<file path="config.mk">
export PLATFORM = sky130hd
export DESIGN_NAME = cpu_power_mode_control
export DESIGN_NICKNAME = d
export VERILOG_FILES = /design/src/idle_wake_detect.v /design/src/watchdog_counter.v /design/src/cpu_power_mode_control.v
export VERILOG_INCLUDE_DIRS = /design/src
export SDC_FILE = /design/constraint.sdc
export NUM_CORES = 1
export LEC_CHECK = 0
export ABC_AREA = 1
export BUFFER_PORTS_ARGS = -buffer_cell sky130_fd_sc_hd__buf_2
export CORE_AREA = 2 2 104 106
export CTS_CLUSTER_SIZE = 14
export DETAILED_ROUTE_END_ITERATION = 8
export DIE_AREA = 0 0 106 108
export SLEW_MARGIN = 30
export SYNTH_ARGS = -nofsm -noshare
export SYNTH_HDL_FRONTEND = slang
export SYNTH_SLANG_ARGS = --single-unit
</file>
<file path="constraint.sdc">
create_clock -name clk -period 4.8 [get_ports clk]
set_clock_uncertainty 0.1 [all_clocks]
set_input_delay 0.48 -clock clk [delete_from_list [all_inputs] [get_ports clk]]
set_output_delay 0.48 -clock clk [all_outputs]
set_load 0.03 [all_outputs]
</file>
<file path="src/power_mode_map.vh">
`ifndef POWER_MODE_MAP_VH
`define POWER_MODE_MAP_VH

// ----------------------------------------------------------------------
// Register map
// ----------------------------------------------------------------------
`define POWER_CONTROL_ADDR   8'h87
`define POWER_CONTROL_RESET  8'h00
`define IDLE_SELECT_BIT      0
`define STOP_SELECT_BIT      1

// ----------------------------------------------------------------------
// Timing and resume address
// ----------------------------------------------------------------------
`define CLK_PERIOD_NS        10
`define LOST_CLOCK_TIME_US   100
`define LOST_CLOCK_CYCLES    ((`LOST_CLOCK_TIME_US * 1000) / `CLK_PERIOD_NS)
`define RESUME_ADDRESS       16'h0000

`endif

</file>
<file path="src/idle_wake_detect.v">
`timescale 1ns/1ps
`include "power_mode_map.vh"

module idle_wake_detect
(
    // Clock and reset
    input  wire       clk,
    input  wire       reset,
    // Interrupt sources
    input  wire [7:0] irq_pending,
    input  wire [7:0] irq_enable,
    input  wire       global_irq_enable,
    // Wake request
    output wire       wake
);

    // ------------------------------------------------------------------
    // Any enabled interrupt ends Idle while global_irq_enable is set
    // ------------------------------------------------------------------
    assign wake = global_irq_enable & (|(irq_pending & irq_enable));

endmodule

</file>
<file path="src/watchdog_counter.v">
`timescale 1ns/1ps
`include "power_mode_map.vh"

module watchdog_counter
#(
    parameter WIDTH = 21
)
(
    // Clock and reset
    input  wire clk,
    input  wire reset,
    // Control
    input  wire enable,
    input  wire restart,
    input  wire halted,
    // Overflow
    output reg  overflow
);

    reg [WIDTH-1:0] count_reg;

    // ------------------------------------------------------------------
    // Counter, frozen only while the oscillator is stopped
    // ------------------------------------------------------------------
    always @(posedge clk or posedge reset)
    begin
        if (reset)
        begin
            count_reg <= {WIDTH{1'b0}};
            overflow  <= 1'b0;
        end
        else
        begin
            overflow <= 1'b0;
            if (restart || !enable)
                count_reg <= {WIDTH{1'b0}};
            else if (!halted)
            begin
                count_reg <= count_reg + {{(WIDTH-1){1'b0}}, 1'b1};
                if (&count_reg)
                    overflow <= 1'b1;
            end
        end
    end

endmodule

</file>
<file path="src/cpu_power_mode_control.v">
`timescale 1ns/1ps
`include "power_mode_map.vh"

module cpu_power_mode_control
#(
    parameter WATCHDOG_WIDTH = 21,
    parameter LOST_COUNT = `LOST_CLOCK_CYCLES
)
(
    // Clock and resets
    input  wire        clk,
    input  wire        reset,
    input  wire        ext_reset,
    // Special function register access
    input  wire [7:0]  sfr_addr,
    input  wire [7:0]  sfr_wdata,
    input  wire        sfr_write,
    output reg  [7:0]  sfr_rdata,
    // Core handshake
    input  wire        instr_done,
    input  wire        core_clock_present,
    // Interrupts
    input  wire [7:0]  irq_pending,
    input  wire [7:0]  irq_enable,
    input  wire        global_irq_enable,
    // Watchdog and lost-clock monitor control
    input  wire        watchdog_enable,
    input  wire        watchdog_restart,
    input  wire        lost_clock_monitor_enable,
    // Power outputs
    output wire        core_halt,
    output wire        irq_block,
    output wire        timers_halt,
    output wire        osc_enable,
    output wire        idle_wake,
    output reg         internal_reset,
    output wire [15:0] reset_vector
);

    // ------------------------------------------------------------------
    // States
    // ------------------------------------------------------------------
    localparam [2:0] ST_RUN  = 3'b001;
    localparam [2:0] ST_IDLE = 3'b010;
    localparam [2:0] ST_STOP = 3'b100;

    reg  [2:0]  state_reg;
    reg  [2:0]  state_next;
    reg         idle_sel_reg;
    reg         idle_sel_next;
    reg         stop_req_reg;
    reg         stop_req_next;
    reg  [31:0] lost_cnt_reg;
    wire        wake;
    wire        watchdog_overflow;
    wire        reg_hit;

    assign reg_hit = sfr_write && (sfr_addr == `POWER_CONTROL_ADDR);

    // ------------------------------------------------------------------
    // Leaf modules
    // ------------------------------------------------------------------
    idle_wake_detect u_wake
    (
        .clk               (clk),
        .reset             (reset),
        .irq_pending       (irq_pending),
        .irq_enable        (irq_enable),
        .global_irq_enable (global_irq_enable),
        .wake              (wake)
    );

    watchdog_counter #(.WIDTH(WATCHDOG_WIDTH)) u_watchdog
    (
        .clk      (clk),
        .reset    (reset),
        .enable   (watchdog_enable),
        .restart  (watchdog_restart),
        .halted   (state_reg == ST_STOP),
        .overflow (watchdog_overflow)
    );

    // ------------------------------------------------------------------
    // Mode select bits and state
    // ------------------------------------------------------------------
    always @*
    begin
        idle_sel_next = idle_sel_reg;
        stop_req_next = stop_req_reg;
        state_next    = state_reg;
        // Writing zero never clears a pending select bit.
        if (reg_hit && sfr_wdata[`STOP_SELECT_BIT])
            stop_req_next = 1'b1;
        else if (reg_hit && sfr_wdata[`IDLE_SELECT_BIT])
            idle_sel_next = 1'b1;
        case (state_reg)
            ST_RUN:
            begin
                // Entry waits for the writing instruction to finish.
                if (instr_done && stop_req_next)
                begin
                    state_next    = ST_STOP;
                    stop_req_next = 1'b0;
                    idle_sel_next = 1'b0;
                end
                else if (instr_done && idle_sel_next)
                    state_next = ST_IDLE;
            end
            ST_IDLE:
            begin
                // Nothing but an enabled interrupt leaves Idle here.
                if (wake)
                begin
                    state_next    = ST_RUN;
                    idle_sel_next = 1'b0;
                end
            end
            ST_STOP:
                state_next = ST_STOP;
            default:
                state_next = ST_RUN;
        endcase
    end

    always @(posedge clk or posedge reset)
    begin
        if (reset)
        begin
            state_reg    <= ST_RUN;
            idle_sel_reg <= 1'b0;
            stop_req_reg <= 1'b0;
        end
        else if (internal_reset)
        begin
            // Any internal reset ends Idle or Stop and restarts the core.
            state_reg    <= ST_RUN;
            idle_sel_reg <= 1'b0;
            stop_req_reg <= 1'b0;
        end
        else
        begin
            state_reg    <= state_next;
            idle_sel_reg <= idle_sel_next;
            stop_req_reg <= stop_req_next;
        end
    end

    // ------------------------------------------------------------------
    // Lost-clock monitor: counts cycles without a core clock tick.
    // ------------------------------------------------------------------
    always @(posedge clk or posedge reset)
    begin
        if (reset)
            lost_cnt_reg <= 32'h0000_0000;
        else if (!lost_clock_monitor_enable || core_clock_present
                 || internal_reset)
            lost_cnt_reg <= 32'h0000_0000;
        else if (lost_cnt_reg < LOST_COUNT)
            lost_cnt_reg <= lost_cnt_reg + 32'h0000_0001;
    end

    // ------------------------------------------------------------------
    // Internal reset: one-cycle pulse from ext_reset, the watchdog or the lost-clock monitor.
    // ------------------------------------------------------------------
    always @(posedge clk or posedge reset)
    begin
        if (reset)
            internal_reset <= 1'b0;
        else
            internal_reset <= !internal_reset
                && (ext_reset
                    || watchdog_overflow
                    || (lost_clock_monitor_enable
                        && lost_cnt_reg >= LOST_COUNT));
    end

    // ------------------------------------------------------------------
    // Read data: only the idle bit reads back.
    // ------------------------------------------------------------------
    always @(posedge clk or posedge reset)
    begin
        if (reset)
            sfr_rdata <= `POWER_CONTROL_RESET;
        else if (sfr_addr == `POWER_CONTROL_ADDR)
            sfr_rdata <= {7'b000_0000, idle_sel_reg};
        else
            sfr_rdata <= 8'h00;
    end

    // ------------------------------------------------------------------
    // Power outputs. Idle only gates the core, so state is kept; the
    // return address is the core's own stack, untouched here.
    // ------------------------------------------------------------------
    assign core_halt    = (state_reg != ST_RUN);
    assign irq_block    = (state_reg == ST_STOP);
    assign timers_halt  = (state_reg == ST_STOP);
    assign osc_enable   = (state_reg != ST_STOP);
    assign idle_wake    = (state_reg == ST_IDLE) && wake;
    assign reset_vector = `RESUME_ADDRESS;

endmodule

</file>
# Yosys cells after proc, flatten, opt, wreduce, memory -nomap -nowiden
# Cells that the tools add are included.
[word_totals]
register_bits = 68
inputBits = 42
output_inout_bits = 30
elab_cells = 66
[classes]
add_sub_neg = 2
n_lt_le_gt_ge = 2
eq_ne = 9
mux = 23
bitwise_logic = 2
n_reduce_logical = 20
[op_table]
columns = ["operator", "count"]
rows = [
  ["$mux 32", 2],
  ["$mux 21", 2],
  ["$add 32x1->32 const B", 1],
  ["$ge 32x14->1 const B", 1],
  ["$lt 32x14->1 const B", 1],
  ["$add 21x1->21 const B", 1],
  ["$reduce_and 21->1", 1],
  ["$mux 1", 13],
  ["$mux 3", 4],
  ["$pmux 3 s3", 1],
  ["$and 8x8->8", 1],
  ["$eq 8x8->1 const B", 1],
  ["$logic_and 1x1->1", 8],
  ["$reduce_or 8->1", 1],
  ["$ne 3x3->1 const B", 2],
  ["$logic_or 1x1->1", 5],
  ["$ne 4x4->1 const B", 1],
  ["$eq 3x1->1 const B", 1],
  ["$eq 3x2->1 const B", 1],
  ["$eq 3x3->1 const B", 1],
  ["$logic_not 1->1", 3],
  ["$ne 3x1->1 const B", 1],
  ["$ne 2x2->1 const B", 1],
  ["$pmux 1 s2", 1],
  ["3 further kinds", 3],
]

# Longest topological paths before layout
# Gate-level depths: netlist (run 1).
[logic_depth]
depth_word = 10
mapped_depth = 11
depth_no_buf = 11

# Cells and area by module
# From an unflattened synthesis (run 1), not the netlist that was laid out.
[hier_totals]
cells_unflattened = 448
hier_area_um2 = 3567.2
[modules_own_cells]
columns = ["mod", "instances", "cells_per_inst", "area_each_um2", "seq_area_each_um2"]
rows = [
  ["cpu_power_mode_control", 1, 266, 2184.6, 977.2],
  ["watchdog_counter", 1, 166, 1321.3, 550.5],
  ["idle_wake_detect", 1, 16, 61.3, 0.0],
]

# Least setup slack after synthesis (run 1)
# Ideal clock, no wire load.
[synth_path]
path_type = "reg-to-output"
start = "register state_reg[2]"
end = "output idle_wake"
arrival_ns = 1.190
required_ns = 4.220
path_slack_ns = 3.030
path_stages_with_launch = 4
path_buffers = 0
cell_sequence = "dfrtp_1 nor3_1 inv_1 nor2_1"
[synth_between]
elab_chain_cells = 2
[synth_lines]
columns = ["item", "line_no", "source"]
rows = [
  ["start: declaration", "cpu_power_mode_control.v:47", "reg [2:0] state_reg;"],
  ["start signal: assignment", "cpu_power_mode_control.v:142", "state_reg <= state_next;"],
  ["$eq 3x2->1", "cpu_power_mode_control.v:198", "assign idle_wake = (state_reg == ST_IDLE) && wake;"],
  ["$logic_and 1x1->1", "cpu_power_mode_control.v:198", ""],
  ["end: declaration", "cpu_power_mode_control.v:35", "output wire idle_wake,"],
]
# Every way passes these cells.

# Worst setup path after layout (run 1)
[layout_path]
start = "register internal_reset"
end = "register lost_cnt_reg[11]"
[layout_between]
elab_chain_cells = 2
word_cells_on_any_way = 3
cone_classes = "mux (1); reduce/logical (2)"
[layout_lines]
columns = ["item", "line_no", "source"]
rows = [
  ["start: declaration", "cpu_power_mode_control.v:36", "output reg internal_reset,"],
  ["start signal: assignment", "cpu_power_mode_control.v:170", "internal_reset <= !internal_reset"],
  ["$logic_or 1x1->1 *", "cpu_power_mode_control.v:156", "|| internal_reset)"],
  ["$mux 32 / $reduce_bool 2->1 (equally long branches)", "-", ""],
  ["end signal: assignment", "cpu_power_mode_control.v:159", "lost_cnt_reg <= lost_cnt_reg + 32'h0000_0001;"],
  ["end: declaration", "cpu_power_mode_control.v:53", "reg [31:0] lost_cnt_reg;"],
]
# Mark *: on every way between the ends. The rest lies on a longest branch, timed or not.
# A chain may end at the register's enable or synchronous reset.

==> results of run 1 <==
-- power by group --
group	switching, mW	total (mW)	leakage, nW	internal [mW]
Clock	0.207	0.512	0.112	0.305
Combinational	0.0980	0.133	0.967	0.0350
Sequential	0.00617	0.531	0.845	0.525
-- layout make-up --
type / count / area, um^2 / share of cell area
multi-input cells: 333 / 1610 / 0.403
flip-flops and latches: 61 / 1530 / 0.383
inverters: 64 / 240 / 0.0603
repair buffers: 43 / 218 / 0.0546
well taps: 136 / 170 / 0.0427
clock buffers: 10 / 138 / 0.0345
clock inverters: 6 / 86.3 / 0.0217
-- metal layers --
layer / up-vias / wire length [um] / share of wire / track usage
li1: 1510 / - / - / -
met1: 1346 / 3170 / 0.46 / 0.150
met2: 41 / 3390 / 0.49 / 0.231
met3: 12 / 238 / 0.034 / 0.0319
met4: 0 / 123 / 0.018 / 0.0602
met5: - / 0 / 0 / 0
-- worst min-delay path by stage --
stage                             from                      end  cells past startpoint
6_report                         reset          lost_cnt_reg[6]                      3
5_1_grt                     instr_done             stop_req_reg                      2
4_1_cts                     instr_done             stop_req_reg                      2
3_5_place_dp          lost_cnt_reg[29]         lost_cnt_reg[29]                      2
3_3_place_gp          lost_cnt_reg[28]         lost_cnt_reg[28]                      2
2_1_floorplan  u_watchdog.count_reg[4]  u_watchdog.count_reg[4]                      1
-- placed cells by master (no fill, tap or decap), drive strengths merged, types with 2 or more instances in the layout --
master  instances
inv            64
clkinv          3
nor2           79
clkbuf         10
and3            2
nand4          17
xor2           10
ha              3
buf            43
conb           23
nand3          27
o21ai          18
a21oi          13
xnor2           2
nor3           18
nand2         114
dfrtp          60
bufinv          2
-- through the flow --
| step | cells | util | cell area (um^2) | hold slack, ns |
|---|---|---|---|---|
| 6_report | 653 | 0.390 | 3990 | 0.232 |
| 3_5_place_dp | 637 | 0.368 | 3760 | 0.381 |
| 5_1_grt | 653 | 0.390 | 3990 | 0.246 |
| 4_1_cts | 653 | 0.390 | 3990 | 0.230 |
| 3_3_place_gp | 637 | 0.368 | 3760 | 0.374 |
| 2_1_floorplan | 490 | - | 3600 | 0.355 |
-- cell families (layout without fill, tap and decap cells) --
| group | after synthesis | in the layout | share of synthesized area |
|---|---|---|---|
| AOI/OAI and AO/OA | 35 | 35 | 0.0522 |
| xor gates and xnor gates | 12 | 12 | 0.0298 |
| adders and majority gates | 3 | 3 | 0.0107 |
| buffers and inverters | 96 | 123 | 0.134 |
| DFF | 61 | 61 | 0.434 |
| other | 1 | 23 | 0.00106 |
| and+or+nand+nor | 260 | 260 | 0.339 |
-- worst max-delay path, cell delays in order (launching register included) --
cell	delay, ns
dfrtp_1	0.45
nor2_1	0.12
nand2_1	0.29
inv_1	0.44
nand2_2	0.44
nand2_1	0.16
o21ai_1	0.07
==> impl_metrics.json, run 1 <==
{
  "synthTopCellsByCount": "nand2_1, nor2_1, inv_1",
  "r2r-start": "internal_reset",
  "coreArea_mm2": 0.0102,
  "clockBufferDepth": 2,
  "drt_pass1_iterations": 4,
  "drtIter0Drc": 134,
  "postRouteAntennaNets": 0,
  "place.gp.congestion": 0.875,
  "slew_headroom": 0.484,
  "maxSlewViolCount": 0,
  "status": "finished clean",
  "syn_area_mm2": 0.00352,
  "final.period_utilization": 0.459,
  "htree_levels": 3,
  "grt.total_usage": 0.131,
  "dp_hpwl_um": 4940,
  "antenna_found_initial": 0,
  "critPathLaunch": "internal_reset",
  "crit_fanout": 32,
  "ys_warn_count": 0,
  "hold_violations": 0,
  "period_minus_slack_ns": 2.20,
  "syn_inst": 468,
  "rrSetupSlack_ns": 2.60,
  "start_util": 0.344,
  "cts_hold_buf": 0,
  "cts-resized-gates": 0,
  "ys_ff_latch": 61,
  "finalWorstSetupSlack_ns": 2.60,
  "cts_tree": "built",
  "place_ws_ns": 2.48,
  "worst_ep_arrival_time_ns": 2.32,
  "synthArstFlopShare": 1.00,
  "finalWirelength_um": 6920,
  "synth_area_leaders": "dfrtp_1, nand2_1, nor2_1",
  "portBuffers": 42,
  "end_kind": "register",
  "vdd_drop_max_mv": 0.105,
  "die_height_um": 108,
  "critPathKind": "reg -> reg",
  "fillers": 1057,
  "clock-sinks": 61,
  "clock_latency_ns": 0.35,
  "netlist.area_leader.share": 0.426,
  "post_cts_buffers": 0,
  "overflow": 0,
  "rr_endpoint": "lost_cnt_reg[11]",
  "hold_path_class": "in -> async",
  "fin_setup_tns_ns": 0,
  "worst_pin_slew_ns": 0.773,
  "maxClockFrequency_mhz": 454,
  "ys_seq_area_frac": 0.434,
  "grt_pass1_wl_um": 12000,
  "ys.flop_type": "dfrtp_1",
  "worst_r2r_path_depth": 6,
  "largest_register_ffs": 32,
  "finalPower_mw": 1.18,
  "row_count": 37,
  "yosysMostFrequentCell": "nand2_1",
  "wl_per_cell_um": 10.6,
  "yosysTopAreaCell": "dfrtp_1",
  "final_nets": 557,
  "p_leak_nw": 1.92,
  "cp_data_required_time_ns": 4.92,
  "cts-root-buf": "clkbuf_8",
  "drc": 0,
  "area_growth_pct": 13.1,
  "drt-vias-per-instance": 4.45,
  "grt_max_degree": 62,
  "cp-endpoint": "lost_cnt_reg[11]",
  "yosys.cell_types.count": 38,
  "die-area_mm2": 0.0114,
  "maxCapViolCount": 0,
  "synth_area_per_cell_um2": 7.53,
  "drive_gt1_frac": 0.155,
  "setup_violations": 0,
  "fp.dieW_um": 106,
  "clk_pin_slew_worst_paths_ns": 0.07,
  "diodes": 0,
  "start_kind": "register",
  "grt_pass1_vias": 2805,
  "num_io_pins": 72,
  "p_per_area_mw_per_mm2": 295,
  "rsz0062_at_grt": "false",
  "synth_edf_count": 0,
  "vias": 2909,
  "cts-buffers-inserted": 9
}
Power figures use the tool's default switching activity.
==> run 2, diff against run 1 <==
clock period = 2.01 ns   (was 4.8 ns; I/O delays follow)
==> impl_metrics.json, run 2 (synthesis gave the netlist of run 1 again) <==
{
  "rsz0062_at_grt": "false",
  "grt_max_degree": 45,
  "drt_pass1_iterations": 4,
  "finalWirelength_um": 7120,
  "worst_r2r_path_depth": 10,
  "finalPower_mw": 2.75,
  "p_switching_uw": 731,
  "row_count": 37,
  "place.gp.congestion": 0.828,
  "coreArea_mm2": 0.0102,
  "clock_latency_ns": 0.33,
  "num_io_pins": 72,
  "critPathKind": "reg -> out",
  "clock-sinks": 61,
  "fillers": 1072,
  "final.period_utilization": 0.917,
  "dp_hpwl_um": 5260,
  "overflow": 0,
  "diodes": 0,
  "crit_fanout": 4,
  "rr_endpoint": "u_watchdog.count_reg[20]",
  "die-area_mm2": 0.0114,
  "portBuffers": 42,
  "period_minus_slack_ns": 1.84,
  "status": "finished clean",
  "final_nets": 567,
  "final_cell_mix": "nand2_1, nor2_1, inv_1",
  "drive_gt1_frac": 0.165,
  "final_common_cell": "nand2_1",
  "maxCapViolCount": 0,
  "power_frac_seq": 0.460,
  "start_util": 0.344,
  "drtIter0Drc": 110,
  "cp-endpoint": "core_halt",
  "postRouteAntennaNets": 0,
  "largest_register_ffs": 32,
  "grt.total_usage": 0.138,
  "cp_data_required_time_ns": 1.71,
  "cts_tree": "built",
  "p_comb_frac": 0.121,
  "hold_path_class": "in -> reg",
  "end_kind": "primary output",
  "maxSlewViolCount": 0,
  "p_leak_nw": 1.97,
  "grt_pass1_wl_um": 12800,
  "hold_violations": 0,
  "area_growth_pct": 15.8,
  "wl_per_cell_um": 10.7,
  "setup_violations": 0,
  "clockBufferDepth": 2,
  "clk_pin_slew_worst_paths_ns": 0.07,
  "grt_pass1_vias": 2836,
  "cts-resized-gates": 0,
  "worst_ep_arrival_time_ns": 1.54,
  "fp.dieW_um": 106,
  "swShare": 0.266,
  "power_frac_clock": 0.419,
  "rrSetupSlack_ns": 0.22,
  "cts-buffers-inserted": 9,
  "r2r-start": "u_watchdog.count_reg[0]",
  "vias": 2919,
  "start_kind": "register",
  "critPathLaunch": "state_reg[0]",
  "fin_setup_tns_ns": 0,
  "die_height_um": 108,
  "vdd_drop_max_mv": 0.340,
  "drc": 0,
  "maxClockFrequency_mhz": 543,
  "htree_levels": 3,
  "antenna_found_initial": 0,
  "min-delay-start": "lost_clock_monitor_enable",
  "internal_power_mw": 2.02,
  "cts-root-buf": "clkbuf_8",
  "p_per_area_mw_per_mm2": 675,
  "drt-vias-per-instance": 4.40
}
## run 2: worst min path at each step
stage	depth (start not counted)	to	slack, ns
after global placement	2	lost_cnt_reg[10]	0.11
after global routing	3	internal_reset	0.02
after CTS	3	internal_reset	0.02
after detailed placement	2	lost_cnt_reg[10]	0.12
final	3	internal_reset	0.03
after floorplan	1	stop_req_reg	0.18
## run 2: metal layers
metal,vias to the layer above,track usage,wire length (um)
met5,-,0,0
met4,0,0.0498,62
met3,6,0.0356,258
met2,44,0.239,3490
met1,1341,0.168,3310
li1,1528,-,-
## run 2: power by group through the flow
stage	registers (mW)	clock network (mW)	logic, mW
3_3_place_gp	1.29	0	0.327
2_1_floorplan	1.29	0	0.272
4_1_cts	1.27	1.19	0.335
3_5_place_dp	1.29	0	0.331
6_report	1.27	1.15	0.332
5_1_grt	1.27	1.25	0.373
## run 2: worst max-delay path: stages, from the launching register on
cell	delay [ns]
dfstp_2	0.53
inv_1	0.07
nor3_1	0.27
inv_1	0.15
buf_2	0.20
## run 2: layout make-up
cell class,instances,area [um^2],share of cell area
tap,136,170,0.0417
timing repair buffer,53,323,0.0792
multi-input combinational,333,1610,0.394
sequential,61,1530,0.375
clock inverter,3,42.5,0.0104
inverter,64,240,0.0589
clock buffer,13,169,0.0414
## run 2: metrics by stage
stage	util	cell area, um^2	hold slack (ns)	instances	worst slack (ns)
floorplan	-	3600	0.183	490	0.198
global placement	0.376	3850	0.111	645	0.256
detailed placement	0.376	3850	0.116	645	0.235
CTS	0.399	4080	0.0152	663	0.155
global route	0.399	4080	0.0237	663	0.0237
finish	0.399	4080	0.0303	663	0.167
## run 2: what timing repair did
action | in CTS | in global routing
endpoints found under the hold margin | 18 | 0
buffers inserted | 0 | 0
hold buffers | 2 | 0
